### src/compare_regs_pkg.sv
// Shared constants, encodings and helpers for the compare control block
package compare_regs_pkg;

  // Data-memory addresses of the registers
  localparam logic [15:0] ADDR_COMPARE_CONTROL = 16'h7411;
  localparam logic [15:0] ADDR_FULL_ACTION = 16'h7413;
  localparam logic [15:0] ADDR_SIMPLE_ACTION = 16'h7414;
  localparam logic [15:0] ADDR_FULL_CMP1 = 16'h7417;
  localparam logic [15:0] ADDR_SIMPLE_CMP1 = 16'h741A;

  // Widths and counts
  localparam int DATA_W = 16;
  localparam int NUM_UNITS = 3;
  localparam int NUM_FULL_PINS = 6;
  localparam int ACT_W = 2;
  localparam int SIMPLE_ACT_W = 6;

  // Compare control field positions
  localparam int FULL_CMP_ON_BIT = 15;
  localparam int CMP_RELOAD_LSB = 13;
  localparam int SPACE_VECTOR_ON_BIT = 12;
  localparam int ACTION_RELOAD_LSB = 10;
  localparam int FULL_OUT_DRIVE_BIT = 9;
  localparam int SIMPLE_OUT_DRIVE_BIT = 8;
  localparam int SIMPLE_TIMEBASE_BIT = 7;
  localparam int SIMPLE_CMP_RELOAD_LSB = 5;
  localparam int SIMPLE_ACTION_RELOAD_LSB = 3;
  localparam int UNIT1_PWM_BIT = 0;

  // Full action register field positions
  localparam int VECTOR_DIR_BIT = 15;
  localparam int BASIC_VECTOR_LSB = 12;
  localparam int BASIC_VECTOR_W = 3;

  // Reset values
  localparam logic [15:0] COMPARE_CONTROL_RESET = 16'h0000;
  localparam logic [15:0] FULL_ACTION_RESET = 16'h0000;
  localparam logic [15:0] COUNTER_ZERO = 16'h0000;

  // Shadow reload selections
  typedef enum logic [1:0] {
    RELOAD_ON_ZERO = 2'h0,
    RELOAD_ON_ZERO_PERIOD = 2'h1,
    RELOAD_NOW = 2'h2,
    RELOAD_RESERVED = 2'h3
  } reload_sel_type;

  // Pin action codes, compare mode meaning and PWM mode meaning
  typedef enum logic [1:0] {
    ACT_HOLD = 2'h0,
    ACT_LOW = 2'h1,
    ACT_HIGH = 2'h2,
    ACT_TOGGLE = 2'h3
  } pin_action_type;

  localparam logic [1:0] PWM_FORCED_LOW = 2'h0;
  localparam logic [1:0] PWM_ACTIVE_LOW = 2'h1;
  localparam logic [1:0] PWM_ACTIVE_HIGH = 2'h2;
  localparam logic [1:0] PWM_FORCED_HIGH = 2'h3;

  // Whether a shadow reload happens this cycle
  function automatic logic reload_now(input logic [1:0] sel,
                                      input logic [15:0] cnt,
                                      input logic [15:0] per);
    logic hit;
    hit = 1'b0;
    case (sel)
      RELOAD_ON_ZERO: hit = (cnt == COUNTER_ZERO);
      RELOAD_ON_ZERO_PERIOD: hit = (cnt == COUNTER_ZERO) || (cnt == per);
      RELOAD_NOW: hit = 1'b1;
      default: hit = 1'b0;
    endcase
    return hit;
  endfunction

endpackage

### src/pin_action_stage.sv
// One compare/PWM output pin: action decode and registered pin level
`timescale 1ns/1ps
module pin_action_stage (
  input wire logic ref_clk_in,
  input wire logic reset_in,
  input wire logic ce_in,
  input wire logic run_in,
  input wire logic pwm_mode_in,
  input wire logic [compare_regs_pkg::ACT_W-1:0] action_in,
  input wire logic match_in,
  input wire logic cycle_start_in,
  output logic level_out
);
  import compare_regs_pkg::*;

  typedef struct packed {
    logic level;
    logic wave;
  } pin_state_type;

  pin_state_type s_q;
  pin_state_type s_d;

  // Compare mode: new level from action and present level
  function automatic logic cmp_level(input logic [1:0] act,
                                     input logic cur);
    logic v;
    v = cur;
    case (act)
      ACT_HOLD: v = cur;
      ACT_LOW: v = 1'b0;
      ACT_HIGH: v = 1'b1;
      ACT_TOGGLE: v = ~cur;
      default: v = cur;
    endcase
    return v;
  endfunction

  // PWM mode: pin level from action and raw waveform
  function automatic logic pwm_level(input logic [1:0] act,
                                     input logic wave);
    logic v;
    v = 1'b0;
    case (act)
      PWM_FORCED_LOW: v = 1'b0;
      PWM_ACTIVE_LOW: v = ~wave;
      PWM_ACTIVE_HIGH: v = wave;
      PWM_FORCED_HIGH: v = 1'b1;
      default: v = 1'b0;
    endcase
    return v;
  endfunction

  // Next state; nothing moves while the pin is not running
  always_comb begin
    s_d = s_q;
    if (run_in) begin
      if (pwm_mode_in) begin
        if (match_in) begin
          s_d.wave = 1'b1;
        end else if (cycle_start_in) begin
          s_d.wave = 1'b0;
        end
        s_d.level = pwm_level(action_in, s_d.wave);
      end else if (match_in) begin
        s_d.level = cmp_level(action_in, s_q.level);
      end
    end
  end

  // State register, frozen by the clock enable
  always_ff @(posedge ref_clk_in) begin
    if (reset_in) begin
      s_q <= '0;
    end else if (ce_in) begin
      s_q <= s_d;
    end
  end

  assign level_out = s_q.level;
endmodule

### src/compare_control_action_regs.sv
// Compare control, action and compare registers with pin output logic
// Operation
// - Compare enable low stops full compare; all shadows pass writes through.
// - Full compare reload: 00 zero, 01 zero or period, 10 now.
// - Space-vector enable forces all six full outputs to PWM mode.
// - Full action reload: 00 zero, 01 zero or period, 10 now.
// - Bit 9 drives full pins; protection input clears it.
// - Bit 8 drives simple pins; protection input clears it.
// - Bit 7 picks timer 1 or timer 2 for simple units.
// - Simple compare reload per field, on the selected timer.
// - Simple action reload per field, on the selected timer.
// - Bits 2..0 choose compare or PWM mode for units 3..1.
// - Full actions reach pins on match only while compare enabled.
// - Full action shadow moves to active only at its reload point while compare is enabled; every cycle while compare is disabled.
// - Action bit 15 is rotation direction, used only in space-vector.
// - Action bits 14..12 are basic vector bits, space-vector only.
// - Action codes: hold/low/high/toggle or forced/active low/high/forced.
// - Pin 6 at 11..10, pin 5 9..8, down to pin 1.
// - Control and full action bits are read/write, zero after reset.
// - No full output transition during timer 1 directional up/down.
// - Reset clears compare registers and floats all compare pins.
`timescale 1ns/1ps
module compare_control_action_regs (
  input wire logic ref_clk_in,
  input wire logic reset_in,
  input wire logic ce_in,
  input wire logic [compare_regs_pkg::DATA_W-1:0] addr_in,
  input wire logic wr_en_in,
  input wire logic rd_en_in,
  input wire logic [compare_regs_pkg::DATA_W-1:0] wdata_in,
  output logic [compare_regs_pkg::DATA_W-1:0] rdata_out,
  input wire logic [compare_regs_pkg::DATA_W-1:0] timer1_counter_in,
  input wire logic [compare_regs_pkg::DATA_W-1:0] timer1_period_in,
  input wire logic [compare_regs_pkg::DATA_W-1:0] timer2_counter_in,
  input wire logic [compare_regs_pkg::DATA_W-1:0] timer2_period_in,
  input wire logic timer1_updown_dir_mode_in,
  input wire logic power_drive_protect_in,
  output logic [compare_regs_pkg::NUM_FULL_PINS-1:0] full_pin_out,
  output logic [compare_regs_pkg::NUM_FULL_PINS-1:0] full_pin_oe_out,
  output logic [compare_regs_pkg::NUM_UNITS-1:0] simple_pin_out,
  output logic [compare_regs_pkg::NUM_UNITS-1:0] simple_pin_oe_out,
  output logic vector_rotation_dir_out,
  output logic [compare_regs_pkg::BASIC_VECTOR_W-1:0] basic_vector_out
);
  import compare_regs_pkg::*;

  typedef struct packed {
    logic [DATA_W-1:0] compare_control;
    logic [DATA_W-1:0] action_shadow;
    logic [DATA_W-1:0] action_active;
    logic [SIMPLE_ACT_W-1:0] simple_action_shadow;
    logic [SIMPLE_ACT_W-1:0] simple_action_active;
    logic [NUM_UNITS-1:0][DATA_W-1:0] full_shadow;
    logic [NUM_UNITS-1:0][DATA_W-1:0] full_active;
    logic [NUM_UNITS-1:0][DATA_W-1:0] simple_shadow;
    logic [NUM_UNITS-1:0][DATA_W-1:0] simple_active;
    logic [DATA_W-1:0] rd_data;
  } regs_type;

  regs_type r_q;
  regs_type r_d;

  // Decoded control fields
  logic full_cmp_on;
  logic space_vector_on;
  logic full_out_drive;
  logic simple_out_drive;
  logic simple_timebase_sel;
  logic [1:0] cmp_reload_sel;
  logic [1:0] action_reload_sel;
  logic [1:0] simple_cmp_reload_sel;
  logic [1:0] simple_action_reload_sel;
  logic [NUM_UNITS-1:0] unit_pwm_sel;
  logic [NUM_UNITS-1:0] unit_pwm_mode;
  logic [DATA_W-1:0] simple_counter;
  logic [DATA_W-1:0] simple_period;
  logic full_run;
  logic transparent;
  logic load_full;
  logic load_action;
  logic load_simple;
  logic load_simple_action;

  assign full_cmp_on = r_q.compare_control[FULL_CMP_ON_BIT];
  assign space_vector_on = r_q.compare_control[SPACE_VECTOR_ON_BIT];
  assign full_out_drive = r_q.compare_control[FULL_OUT_DRIVE_BIT];
  assign simple_out_drive = r_q.compare_control[SIMPLE_OUT_DRIVE_BIT];
  assign simple_timebase_sel = r_q.compare_control[SIMPLE_TIMEBASE_BIT];
  assign cmp_reload_sel = r_q.compare_control[CMP_RELOAD_LSB +: 2];
  assign action_reload_sel = r_q.compare_control[ACTION_RELOAD_LSB +: 2];
  assign simple_cmp_reload_sel =
    r_q.compare_control[SIMPLE_CMP_RELOAD_LSB +: 2];
  assign simple_action_reload_sel =
    r_q.compare_control[SIMPLE_ACTION_RELOAD_LSB +: 2];
  assign unit_pwm_sel = r_q.compare_control[UNIT1_PWM_BIT +: NUM_UNITS];

  // Space-vector mode overrides the per-unit mode bits
  assign unit_pwm_mode = space_vector_on ? {NUM_UNITS{1'b1}}
                                         : unit_pwm_sel;

  // Simple units time base
  assign simple_counter = simple_timebase_sel ? timer2_counter_in
                                              : timer1_counter_in;
  assign simple_period = simple_timebase_sel ? timer2_period_in
                                             : timer1_period_in;

  // Shadow to active transfer conditions
  assign transparent = !full_cmp_on;
  assign load_full = transparent ||
    reload_now(cmp_reload_sel, timer1_counter_in,
               timer1_period_in);
  assign load_action = transparent ||
    reload_now(action_reload_sel, timer1_counter_in,
               timer1_period_in);
  assign load_simple = transparent ||
    reload_now(simple_cmp_reload_sel, simple_counter,
               simple_period);
  assign load_simple_action = transparent ||
    reload_now(simple_action_reload_sel, simple_counter,
               simple_period);

  // Register writes, protection clears, reloads and read data
  always_comb begin
    r_d = r_q;
    if (wr_en_in) begin
      if (addr_in == ADDR_COMPARE_CONTROL) begin
        r_d.compare_control = wdata_in;
      end
      if (addr_in == ADDR_FULL_ACTION) begin
        r_d.action_shadow = wdata_in;
      end
      if (addr_in == ADDR_SIMPLE_ACTION) begin
        r_d.simple_action_shadow = wdata_in[SIMPLE_ACT_W-1:0];
      end
      for (int u = 0; u < NUM_UNITS; u++) begin
        if (addr_in == ADDR_FULL_CMP1 + 16'(u)) begin
          r_d.full_shadow[u] = wdata_in;
        end
        if (addr_in == ADDR_SIMPLE_CMP1 + 16'(u)) begin
          r_d.simple_shadow[u] = wdata_in;
        end
      end
    end
    if (power_drive_protect_in) begin
      r_d.compare_control[FULL_OUT_DRIVE_BIT] = 1'b0;
      r_d.compare_control[SIMPLE_OUT_DRIVE_BIT] = 1'b0;
    end
    // Immediate and transparent loads pass the just-written value
    if (load_full) begin
      r_d.full_active = r_d.full_shadow;
    end
    if (load_action) begin
      r_d.action_active = r_d.action_shadow;
    end
    if (load_simple) begin
      r_d.simple_active = r_d.simple_shadow;
    end
    if (load_simple_action) begin
      r_d.simple_action_active = r_d.simple_action_shadow;
    end
    if (rd_en_in) begin
      r_d.rd_data = '0;
      if (addr_in == ADDR_COMPARE_CONTROL) begin
        r_d.rd_data = r_q.compare_control;
      end
      if (addr_in == ADDR_FULL_ACTION) begin
        r_d.rd_data = r_q.action_shadow;
      end
      if (addr_in == ADDR_SIMPLE_ACTION) begin
        r_d.rd_data = {{(DATA_W-SIMPLE_ACT_W){1'b0}},
                       r_q.simple_action_shadow};
      end
      for (int u = 0; u < NUM_UNITS; u++) begin
        if (addr_in == ADDR_FULL_CMP1 + 16'(u)) begin
          r_d.rd_data = r_q.full_shadow[u];
        end
        if (addr_in == ADDR_SIMPLE_CMP1 + 16'(u)) begin
          r_d.rd_data = r_q.simple_shadow[u];
        end
      end
    end
  end

  // State register; reset wins over the clock enable
  always_ff @(posedge ref_clk_in) begin
    if (reset_in) begin
      r_q <= '0;
    end else if (ce_in) begin
      r_q <= r_d;
    end
  end

  assign rdata_out = r_q.rd_data;

  // Full pins run only when enabled and not in directional up/down
  assign full_run = full_cmp_on && !timer1_updown_dir_mode_in;

  // Full compare pins, two per unit, actions from the active copy
  genvar k;
  generate
    for (k = 0; k < NUM_FULL_PINS; k++) begin : g_full_pin
      pin_action_stage u_pin (
        .ref_clk_in(ref_clk_in),
        .reset_in(reset_in),
        .ce_in(ce_in),
        .run_in(full_run),
        .pwm_mode_in(unit_pwm_mode[k/2]),
        .action_in(r_q.action_active[ACT_W*k +: ACT_W]),
        .match_in(timer1_counter_in == r_q.full_active[k/2]),
        .cycle_start_in(timer1_counter_in == COUNTER_ZERO),
        .level_out(full_pin_out[k])
      );
    end
  endgenerate

  // Simple compare pins on the selected time base, always PWM coded
  genvar j;
  generate
    for (j = 0; j < NUM_UNITS; j++) begin : g_simple_pin
      pin_action_stage u_pin (
        .ref_clk_in(ref_clk_in),
        .reset_in(reset_in),
        .ce_in(ce_in),
        .run_in(1'b1),
        .pwm_mode_in(1'b1),
        .action_in(r_q.simple_action_active[ACT_W*j +: ACT_W]),
        .match_in(simple_counter == r_q.simple_active[j]),
        .cycle_start_in(simple_counter == COUNTER_ZERO),
        .level_out(simple_pin_out[j])
      );
    end
  endgenerate

  // Pin drivers; disabled compare floats the full pins
  assign full_pin_oe_out = {NUM_FULL_PINS{full_out_drive && full_cmp_on}};
  assign simple_pin_oe_out = {NUM_UNITS{simple_out_drive}};

  // Space-vector fields leave the block only in space-vector mode
  assign vector_rotation_dir_out =
    space_vector_on && r_q.action_active[VECTOR_DIR_BIT];
  assign basic_vector_out = space_vector_on ?
    r_q.action_active[BASIC_VECTOR_LSB +: BASIC_VECTOR_W]
    : '0;
endmodule

### config.mk
export PLATFORM = sky130hd
export DESIGN_NAME = compare_control_action_regs
export DESIGN_NICKNAME = d
export VERILOG_FILES = /design/src/compare_regs_pkg.sv /design/src/pin_action_stage.sv /design/src/compare_control_action_regs.sv
export SDC_FILE = /design/constraint.sdc
export NUM_CORES = 1
export LEC_CHECK = 0
export BUFFER_PORTS_ARGS = -buffer_cell sky130_fd_sc_hd__buf_2
export CAP_MARGIN = 10
export CORE_MARGIN = 2
export CORE_UTILIZATION = 60
export DETAILED_ROUTE_END_ITERATION = 7
export HOLD_SLACK_MARGIN = 0.12
export PLACE_DENSITY = 0.8
export SLEW_MARGIN = 0
export SYNTH_ARGS = -nofsm -noshare
export SYNTH_HDL_FRONTEND = slang
export SYNTH_SLANG_ARGS = --single-unit
### constraint.sdc
create_clock -name ref_clk_in -period 3.2 [get_ports ref_clk_in]
set_input_delay 0 -clock ref_clk_in [delete_from_list [all_inputs] [get_ports ref_clk_in]]
set_output_delay 0 -clock ref_clk_in [all_outputs]
set_load 0.01 [all_outputs]
==> flow_metrics.env, run 1 <==
export IMPL_syn_avg_cell_area_sq_um=8.41
export IMPL_yosysMostFrequentCell="nand2_1"
export IMPL_fp_dieH_um=166
export IMPL_synth_commonest_cells="333 x nand2_1, 286 x dfxtp_1, 211 x a21oi_1"
export IMPL_syn_to_final_growth_pct=11.6
export IMPL_synth_cells=1864
export IMPL_ys_ff_latch=286
export IMPL_cp_slowest_cell="mux2i_1"
export IMPL_synth_top_cells_by_area="dfxtp_1 37%, nand2_1 8.0%, mux2i_1 7.5%"
export IMPL_overflow=0
export IMPL_initial_utilization_pct=60.7
export IMPL_rows=59
export IMPL_peakVddDrop_v=0.000390
export IMPL_crit_type="reg2reg"
export IMPL_vias=15100
export IMPL_n_antenna_cell=0
export IMPL_cts_buffers=30
export IMPL_power_frac_clock_pct=45.7
export IMPL_path_max_fanout=12
export IMPL_rsz0062_at_grt="no"
export IMPL_cts_buffer_depth=3
export IMPL_fin_setup_tns_ps=0
export IMPL_synth_top_area_share_pct=36.5
export IMPL_relSlewSlack_pct=31.4
export IMPL_route_antenna_remaining_nets=0
export IMPL_cts_setup_buffers=0
export IMPL_period_share_pct=90.8
export IMPL_clock_fmax_mhz=344
export IMPL_power_frac_comb_pct=9.1
export IMPL_p_int_w=0.00617
export IMPL_dp_final_hpwl_um=37200
export IMPL_ios=141
export IMPL_post_route_util_pct=67.7
export IMPL_cp_top_family="simple AND/OR/NAND/NOR gates"
export IMPL_syn_num_nets=1967
export IMPL_cp_num_buf_inv=2
export IMPL_power_switching_w=0.00198
export IMPL_grtUsageMet2_pct=54.8
export IMPL_cts_clk_slew_worst_paths_ps=60
export IMPL_start_kind="register"
export IMPL_p_leak_nw=6.45
export IMPL_synthFlopType="dfxtp_1"
export IMPL_drt_initial_drc_count=2348
export IMPL_cts_sinks=286
export IMPL_routed_via_density=6.64
export IMPL_drc=0
export IMPL_yosysTopAreaCell="dfxtp_1"
export IMPL_grt_pass1_wl_um=80700
export IMPL_worstPathCellList="buf_4 -> buf_4 -> mux2i_1 -> xnor2_1 -> nor4_1 -> nand4_1 -> and4b_1 -> nor4_1"
export IMPL_grt_max_degree=132
export IMPL_fin_crit_ps=2910
export IMPL_yosys_warnings=0
export IMPL_cts_resized=0
export IMPL_antenna_found_initial=0
export IMPL_arrival_ps=3370
export IMPL_final_hold_viol_count=0
export IMPL_dr_pass1_iters=6
export IMPL_insertion_delay_ps=560
export IMPL_fillers=2149
export IMPL_die_w_um=166
export IMPL_routedWlPerCell_um=23.2
export IMPL_async_flop_share_pct=0
export IMPL_power_frac_seq_pct=45.2
export IMPL_yosysSeqAreaShare_pct=36.5
export IMPL_status="completed"
export IMPL_setup_viol=0
export IMPL_grt_util_met3_pct=6.28
export IMPL_portBuffers=140
export IMPL_num_nets_final=2020
export IMPL_grt_use_total_pct=36.8
export IMPL_grt_busiest_layer="met2"
export IMPL_fin_skew_ps=12.4
export IMPL_synth_edf_count=0
export IMPL_finalMaxSlewViolations=0
export IMPL_ctsHoldBuffers=24
export IMPL_drive_gt1_share_pct=17.2
export IMPL_cts_tree="done"
export IMPL_grt_use_met1_pct=51.9
export IMPL_tightest_slew_ps=1010
export IMPL_synth_distinct_cells=75
export IMPL_dieArea_sq_um=27400
export IMPL_core_area_sq_um=25800
export IMPL_synth_area_sq_um=15700
export IMPL_cap_viol_max_count=0
export IMPL_hold_path_class="in2reg"
export IMPL_clockRootBuffer="clkbuf_16"
export IMPL_cp_slowest_stage_delay_ps=520
export IMPL_routed_wl_um=52800
export IMPL_cts_htree_levels=1
export IMPL_crit_required_ps=3660
export IMPL_sw_frac_of_total_pct=24.3
export IMPL_grt_pass1_vias=14100
export IMPL_p_per_area_nw_per_um2=466
export IMPL_crit_path_end_kind="register"
export IMPL_gp_congestion=1.02
==> state kept, by name, summed over array words and instances (netlist names) <==
signal and flops:
action_reload_sel 2, cmp_reload_sel 2, full_cmp_on 1, full_out_drive 1, g_full_pin.u_pin.level_out 6, g_full_pin.u_pin.s_q 6, g_simple_pin.u_pin.level_out 3, g_simple_pin.u_pin.s_q 3
r_q 245, rdata_out 16, simple_pin_oe_out 1
==> cell type report <==
type                            instances  area (sq um)  share of cell area [%]
Sequential cell                       286          5730                    32.7
Clock inverter                          7           138                   0.787
Multi-Input combinational cell       1370          8910                    50.9
Tap cell                              335           419                    2.40
Clock buffer                           47           916                    5.24
Inverter                               18          67.6                   0.386
Timing Repair Buffer                  211          1320                    7.53
==> cell families after synthesis <==
family                    share of synthesized area [%]
muxes                                              11.9
DFF                                                36.5
buffers and inverters                              6.73
xor gates and xnor gates                           6.87
AOI/OAI and AO/OA                                  18.8
and+or+nand+nor                                    19.2
==> metrics by stage <==
step / total power, W / setup slack (ps) / cells / hold WS, ps / area [sq um]
6_report: 0.00815 / 294 / 2274 / 147 / 17500
5_1_grt: 0.00835 / 195 / 2274 / 169 / 17500
4_1_cts: 0.00812 / 404 / 2274 / 123 / 17500
3_5_place_dp: 0.00445 / 406 / 2196 / 393 / 16200
3_3_place_gp: 0.00444 / 506 / 2196 / 388 / 16200
2_1_floorplan: 0.00422 / 902 / 1864 / 235 / 15700
==> worst min-delay path, delay by kind of cell <==
family	cells	cell delay, ps
and+or+nand+nor	3	320
buffers and inverters	1	220
muxes	1	120
==> placed cells by master (no fill, tap or decap), drive strengths merged, types with 6 or more instances in the layout <==
master       instances
inv                 15
nand3b               7
nand2              334
a21o                 7
a211o                7
o21ai               43
a21oi              211
buf                186
and2                 9
clkbuf              48
or3                  9
a221oi              18
and3                 9
xnor2              111
nand4               21
nand3               35
nand2b               8
nor4                33
a22o                16
dfxtp              286
o2bb2ai              9
a31o                11
nor4b                7
xor2                12
nor3                13
nor2                77
a22oi                6
a221o                8
mux2i              118
a211oi              66
nor2b               36
dlygate4sd3         24
mux2                59
o221ai              17
==> metal layers <==
layer | part of all wire (%) | up-vias
li1 | - | 6698
met1 | 41 | 7123
met2 | 43 | 1066
met3 | 12 | 205
met4 | 5.4 | 0
met5 | 0 | -
==> final timing paths <==
path	start	end	slack [ps]	depth (start not counted)
max	r_q[259]$_SDFFE_PP0P_	g_simple_pin[2].u_pin.level_out$_SDFFE_PP0P_	290	8
min	wr_en_in	r_q[219]$_SDFFE_PP0P_	150	5
min reg2reg	g_simple_pin[2].u_pin.s_q[0]$_SDFFE_PP0P_	g_simple_pin[2].u_pin.s_q[0]$_SDFFE_PP0P_	470	2
max reg2reg	r_q[259]$_SDFFE_PP0P_	g_simple_pin[2].u_pin.level_out$_SDFFE_PP0P_	290	8
==> power by group through the flow <==
| stage | clock, W | sequential [W] | combinational [W] |
|---|---|---|---|
| 6_report | 0.00372 | 0.00369 | 0.000739 |
| 2_1_floorplan | 0 | 0.00374 | 0.000479 |
| 4_1_cts | 0.00372 | 0.00368 | 0.000718 |
| 3_3_place_gp | 0 | 0.00376 | 0.000681 |
| 5_1_grt | 0.00388 | 0.00369 | 0.000782 |
| 3_5_place_dp | 0 | 0.00376 | 0.000692 |
Power figures use the tool's default switching activity.
==> inputs of run 2 (changes only) <==
--- a/config.mk
+++ b/config.mk
@@ -12,6 +12,7 @@
 export DETAILED_ROUTE_END_ITERATION = 7
 export HOLD_SLACK_MARGIN = 0.12
 export PLACE_DENSITY = 0.8
+export RECOVER_POWER = 25
 export SLEW_MARGIN = 0
 export SYNTH_ARGS = -nofsm -noshare
 export SYNTH_HDL_FRONTEND = slang
==> run 2 against run 1 <==
Net effect:
- the flow now finishes with violations (max-capacitance violations, max-slew violations)
- clock skew increased by 0.78 ps
- combinational power down 0.5%
- sequential share of layout area increased by 0.17 points
- worst setup slack lost 26 ps
- final area fell by 0.52%
- fmax shrank 0.89%
- critical path type unchanged
- largest cell class unchanged
- highest routed layer unchanged
==> flow_metrics.env, run 2 (synthesis results as in run 1) <==
export IMPL_status="complete, but fails checks"
export IMPL_violations="max-capacitance violations, max-slew violations"
export IMPL_hold_slack_ps=135
export IMPL_setup_viol=0
export IMPL_cp_slowest_cell="mux2i_1"
export IMPL_crit_path_end_kind="register"
export IMPL_dr_pass1_iters=6
export IMPL_rows=59
export IMPL_overflow=0
export IMPL_start_kind="register"
export IMPL_antenna_found_initial=0
export IMPL_cts_htree_levels=1
export IMPL_rsz0062_at_grt="no"
export IMPL_reg2reg_from="r_q[259]$_SDFFE_PP0P_"
export IMPL_gp_congestion=1.02
export IMPL_layout_commonest_cell="nand2_1"
export IMPL_route_antenna_remaining_nets=0
export IMPL_fin_skew_ps=13.2
export IMPL_die_w_um=166
export IMPL_cts_sinks=286
export IMPL_p_per_area_nw_per_um2=468
export IMPL_dieArea_sq_um=27400
export IMPL_hold_path_class="in2reg"
export IMPL_tightest_slew_ps=1610
export IMPL_routed_wl_um=52800
export IMPL_critical_path_startpoint="r_q[259]$_SDFFE_PP0P_"
export IMPL_clock_fmax_mhz=341
export IMPL_grt_use_total_pct=36.8
export IMPL_worstPathCellList="buf_4 -> buf_4 -> mux2i_1 -> xnor2_1 -> nor4_1 -> nand4_1 -> and4b_1 -> nor4_1"
export IMPL_ios=141
export IMPL_initial_utilization_pct=60.7
export IMPL_routedWlPerCell_um=23.2
export IMPL_dp_final_hpwl_um=37200
export IMPL_p_int_w=0.00616
export IMPL_cap_viol_max_count=1
export IMPL_layout_common_cells="333 x nand2_1, 286 x dfxtp_1, 211 x a21oi_1"
export IMPL_power_switching_w=0.00199
export IMPL_fin_setup_tns_ps=0
export IMPL_reg2reg_depth=8
export IMPL_cts_resized=0
export IMPL_drc=0
export IMPL_path_max_fanout=12
export IMPL_portBuffers=140
export IMPL_cp_num_buf_inv=2
export IMPL_grt_pass1_vias=14100
export IMPL_hold_depth=2
export IMPL_arrival_ps=3390
export IMPL_fp_dieH_um=166
export IMPL_finalMaxSlewViolations=9
export IMPL_period_share_pct=91.6
export IMPL_grt_pass1_wl_um=80700
export IMPL_fin_crit_ps=2930
export IMPL_cts_tree="done"
export IMPL_power_w=0.00815
export IMPL_largest_register="r_q"
export IMPL_drt_initial_drc_count=2346
export IMPL_cp_depth=8
export IMPL_power_frac_clock_pct=45.8
export IMPL_syn_to_final_growth_pct=11.0
export IMPL_sw_frac_of_total_pct=24.4
export IMPL_vias=15100
export IMPL_cp_slowest_stage_delay_ps=520
export IMPL_n_antenna_cell=0
export IMPL_p_leak_nw=6.27
export IMPL_largest_reg_flops=245
export IMPL_multiInputGateArea_sq_um=8870
export IMPL_drive_gt1_share_pct=15.1
export IMPL_core_area_sq_um=25800
export IMPL_fillers=2162
export IMPL_cts_buffer_depth=3
export IMPL_power_frac_comb_pct=9.0
export IMPL_crit_type="reg2reg"
export IMPL_power_frac_seq_pct=45.2
export IMPL_grt_max_degree=132
export IMPL_hp_start="reset_in"
export IMPL_cts_buffers=30
export IMPL_peakVddDrop_v=0.000390
export IMPL_cp_top_family="simple AND/OR/NAND/NOR gates"
export IMPL_crit_required_ps=3660
export IMPL_insertion_delay_ps=560
export IMPL_relSlewSlack_pct=-8.13
export IMPL_regArea_sq_um=5730
export IMPL_num_nets_final=2020
export IMPL_cts_clk_slew_worst_paths_ps=60
export IMPL_final_hold_viol_count=0
export IMPL_clockRootBuffer="clkbuf_16"
export IMPL_routed_via_density=6.65
-- run 2: metal layers --
layer	wire length, um	global-route usage [%]
met4	2820	17.5
met1	21300	51.9
met5	0	0
met3	6160	6.28
met2	22400	54.8
-- run 2: worst paths after layout --
kind	end	slack [ps]
min	g_simple_pin[1].u_pin.s_q[0]$_SDFFE_PP0P_	140
max reg2reg	g_simple_pin[2].u_pin.level_out$_SDFFE_PP0P_	270
min reg2reg	g_simple_pin[2].u_pin.s_q[0]$_SDFFE_PP0P_	470
max	g_simple_pin[2].u_pin.level_out$_SDFFE_PP0P_	270
-- run 2: layout make-up --
type,count,share of cell area [%]
Clock buffer,47,5.26
Clock inverter,7,0.791
Inverter,18,0.388
Multi-Input combinational cell,1370,51.0
Sequential cell,286,32.9
Tap cell,335,2.41
Timing Repair Buffer,211,7.28
-- run 2: stage by stage --
| stage | utilization, % | setup slack, ps | std cells | area [sq um] |
|---|---|---|---|---|
| 6_report | 67.4 | 267 | 2274 | 17400 |
| 5_1_grt | 67.4 | 154 | 2274 | 17400 |
| 4_1_cts | 67.7 | 404 | 2274 | 17500 |
| 3_5_place_dp | 62.7 | 406 | 2196 | 16200 |
| 3_3_place_gp | 62.7 | 506 | 2196 | 16200 |
| 2_1_floorplan | - | 902 | 1864 | 15700 |
-- run 2: power by group through the flow --
stage,Clock (W),Sequential [W],Combinational [W]
final,0.00373,0.00369,0.000735
after CTS,0.00372,0.00368,0.000718
after global placement,0,0.00376,0.000681
after global routing,0.00388,0.00369,0.000776
after floorplan,0,0.00374,0.000479
after detailed placement,0,0.00376,0.000692
-- run 2: timing repair --
action                    in CTS  in global routing
hold endpoints to repair     212                  0
setup buffers                  0                  0
hold buffers                  24                  0
==> inputs of run 3 (changes only) <==
--- a/config.mk
+++ b/config.mk
@@ -16,4 +16,5 @@
 export SLEW_MARGIN = 0
 export SYNTH_ARGS = -nofsm -noshare
 export SYNTH_HDL_FRONTEND = slang
+export SYNTH_HIERARCHICAL = 1
 export SYNTH_SLANG_ARGS = --single-unit
==> run 3 against run 2 <==
Net effect:
- the run now ends clean
- combinational power is 12% higher
- clock skew rose by 0.61 ps
- flip-flop and latch count is the same
- synthesized area grew 0.57%
- fmax fell by 3.2%
- power barely moved
- sequential share of layout area fell by 1.0 points
- core utilization is 2.0 points higher
- via count up 5.3%
- routed wire length rose by 10%
- clock-buffer cell count shrank 4
- final area increased by 3.2%
- critical path type unchanged
- largest cell class unchanged
==> flow_metrics.env, run 3 <==
export IMPL_cap_viol_max_count=0
export IMPL_finalMaxSlewViolations=0
export IMPL_clockRootBuffer="clkbuf_16"
export IMPL_synth_top_area_share_pct=36.3
export IMPL_start_kind="register"
export IMPL_yosysMostFrequentCell="nand2_1"
export IMPL_sw_frac_of_total_pct=25.4
export IMPL_drc=0
export IMPL_n_antenna_cell=0
export IMPL_hold_path_class="in2reg"
export IMPL_rsz0062_at_grt="no"
export IMPL_dp_final_hpwl_um=41000
export IMPL_overflow=0
export IMPL_p_leak_nw=6.80
export IMPL_fillers=2118
export IMPL_cts_sinks=286
export IMPL_power_switching_w=0.00207
export IMPL_cp_top_family="compound AO/OA/AOI/OAI gates"
export IMPL_routedWlPerCell_um=24.3
export IMPL_clock_fmax_mhz=330
export IMPL_crit_required_ps=3650
export IMPL_syn_to_final_growth_pct=14.0
export IMPL_cts_buffer_depth=3
export IMPL_vias=15900
export IMPL_ios=141
export IMPL_dieArea_sq_um=27600
export IMPL_grt_use_total_pct=40.4
export IMPL_crit_type="reg2reg"
export IMPL_fin_skew_ps=13.8
export IMPL_cp_slowest_cell="a21oi_4"
export IMPL_synth_cells=1931
export IMPL_power_frac_comb_pct=10.1
export IMPL_path_common_cell="buf_4"
export IMPL_tightest_slew_ps=1170
export IMPL_relSlewSlack_pct=21.5
export IMPL_async_flop_share_pct=0
export IMPL_fp_dieH_um=166
export IMPL_synth_distinct_cells=71
export IMPL_die_w_um=166
export IMPL_synth_edf_count=0
export IMPL_yosysSeqAreaShare_pct=36.3
export IMPL_layout_common_cells="313 x nand2_1, 286 x dfxtp_1, 245 x a21oi_1"
export IMPL_portBuffers=140
export IMPL_antenna_found_initial=0
export IMPL_insertion_delay_ps=560
export IMPL_grt_pass1_wl_um=86800
export IMPL_synthFlopType="dfxtp_1"
export IMPL_routed_via_density=6.67
export IMPL_regArea_sq_um=5730
export IMPL_core_area_sq_um=25900
export IMPL_yosys_warnings=6
export IMPL_initial_utilization_pct=60.9
export IMPL_path_max_fanout=28
export IMPL_syn_avg_cell_area_sq_um=8.17
export IMPL_period_share_pct=94.7
export IMPL_cp_num_buf_inv=2
export IMPL_drt_initial_drc_count=2185
export IMPL_final_hold_viol_count=0
export IMPL_route_antenna_remaining_nets=0
export IMPL_multiInputGateArea_sq_um=9210
export IMPL_cts_clk_slew_worst_paths_ps=60
export IMPL_power_frac_clock_pct=44.5
export IMPL_rows=59
export IMPL_arrival_ps=3480
export IMPL_largest_reg_flops=245
export IMPL_status="completed"
export IMPL_p_int_w=0.00608
export IMPL_largest_register="r_q"
export IMPL_p_per_area_nw_per_um2=453
export IMPL_routed_wl_um=58100
export IMPL_peakVddDrop_v=0.000454
export IMPL_synth_top_cells_by_area="dfxtp_1 36%, a21oi_1 7.8%, nand2_1 7.5%"
export IMPL_fin_crit_ps=3030
export IMPL_pre_cts_ws_ps=250
export IMPL_gp_congestion=1.05
export IMPL_ys_ff_latch=286
export IMPL_cp_slowest_stage_delay_ps=910
export IMPL_dr_pass1_iters=8
export IMPL_yosysTopAreaCell="dfxtp_1"
export IMPL_setup_viol=0
export IMPL_drive_gt1_share_pct=15.0
export IMPL_r2r_slack_ps=170
export IMPL_synth_area_sq_um=15800
export IMPL_cts_buffers=31
export IMPL_grt_max_degree=129
export IMPL_power_frac_seq_pct=45.4
export IMPL_cts_htree_levels=1
export IMPL_num_nets_final=2135
export IMPL_cts_tree="done"
export IMPL_worstPathCellList="buf_4 -> mux2i_1 -> nand2_1 -> a221o_1 -> o311ai_2 -> a21oi_4 -> buf_4 -> mux2_2"
export IMPL_finalWorstSetupSlack_ps=169
export IMPL_crit_path_end_kind="register"
export IMPL_fin_setup_tns_ps=0
export IMPL_layout_commonest_cell="nand2_1"
export IMPL_synth_commonest_cells="313 x nand2_1, 286 x dfxtp_1, 246 x a21oi_1"
export IMPL_grt_pass1_vias=14500
export IMPL_cts_resized=0
[run 3: cell count changes in the layout (fill, tap and decap cells not counted), moves of 20 or more]
cell,before,now
a211oi_1,62,34
a21oi_1,211,245
buf_4,45,65
mux2i_1,118,96
nand2_1,333,313
nand3_1,33,80
nor2b_1,36,59
o21ai_0,43,20
xnor2_1,111,73
xor2_1,12,53
[run 3: layer usage]
metal	GRT usage [%]	share of wire, %
met1	54.4	39
met2	61.2	42
met3	8.27	12
met4	21.4	7.1
met5	0	0
[run 3: cells by family after synthesis]
| family | count (synthesis) | synth area share [%] |
|---|---|---|
| compound gates | 466 | 18.9 |
| mux | 157 | 10.9 |
| simple gates | 683 | 20.8 |
| buf+inv | 212 | 5.98 |
| xor+xnor | 126 | 7.00 |
| flops | 286 | 36.3 |
| other cells | 1 | 0.0238 |
[run 3: final timing paths]
kind | startpoint | end | depth (start not counted)
setup reg to reg | r_q[259]$_SDFFE_PP0P_ | r_q[33]$_SDFFE_PP0P_ | 8
hold reg to reg | r_q[235]$_SDFFE_PP0P_ | r_q[235]$_SDFFE_PP0P_ | 1
hold / removal | addr_in[0] | rdata_out[3]$_SDFFE_PP0P_ | 4
setup / recovery | r_q[259]$_SDFFE_PP0P_ | r_q[33]$_SDFFE_PP0P_ | 8
[run 3: final cells by class]
cell class / instances / area share, %
well taps: 335 / 2.33
flip-flops and latches: 286 / 31.9
inverters: 23 / 0.480
repair buffers: 240 / 8.35
multi-input cells: 1450 / 51.3
clock inverters: 13 / 0.808
clock buffers: 43 / 4.90
[run 3: power groups by stage]
stage	combinational (W)	sequential [W]	clock (W)
floorplan	0.000498	0.00374	0
global placement	0.000762	0.00377	0
detailed placement	0.000772	0.00377	0
CTS	0.000796	0.00370	0.00363
global route	0.000866	0.00370	0.00378
finish	0.000821	0.00370	0.00362
[run 3: worst register-to-register path: cells and delay by family, from the launching register on]
| kind | cells | cell delay (ps) |
|---|---|---|
| compound gates | 3 | 1270 |
| buf+inv | 2 | 610 |
| flops | 1 | 480 |
| mux | 2 | 480 |
| simple gates | 1 | 80 |
[run 3: repair_timing]
item	4_1_cts	5_1_grt
hold endpoints to repair	196	0
hold buffers	29	0
setup buffers	0	0
[run 3: per-stage QoR]
| step | area, sq um | total power [W] | utilization, % | instances | hold slack, ps |
|---|---|---|---|---|---|
| 2_1_floorplan | 15800 | 0.00424 | - | 1948 | 69.1 |
| 3_3_place_gp | 16700 | 0.00453 | 64.5 | 2305 | 372 |
| 3_5_place_dp | 16700 | 0.00454 | 64.5 | 2305 | 377 |
| 4_1_cts | 18000 | 0.00812 | 69.6 | 2390 | 124 |
| 5_1_grt | 18000 | 0.00835 | 69.4 | 2390 | 206 |
| 6_report | 18000 | 0.00815 | 69.4 | 2390 | 157 |
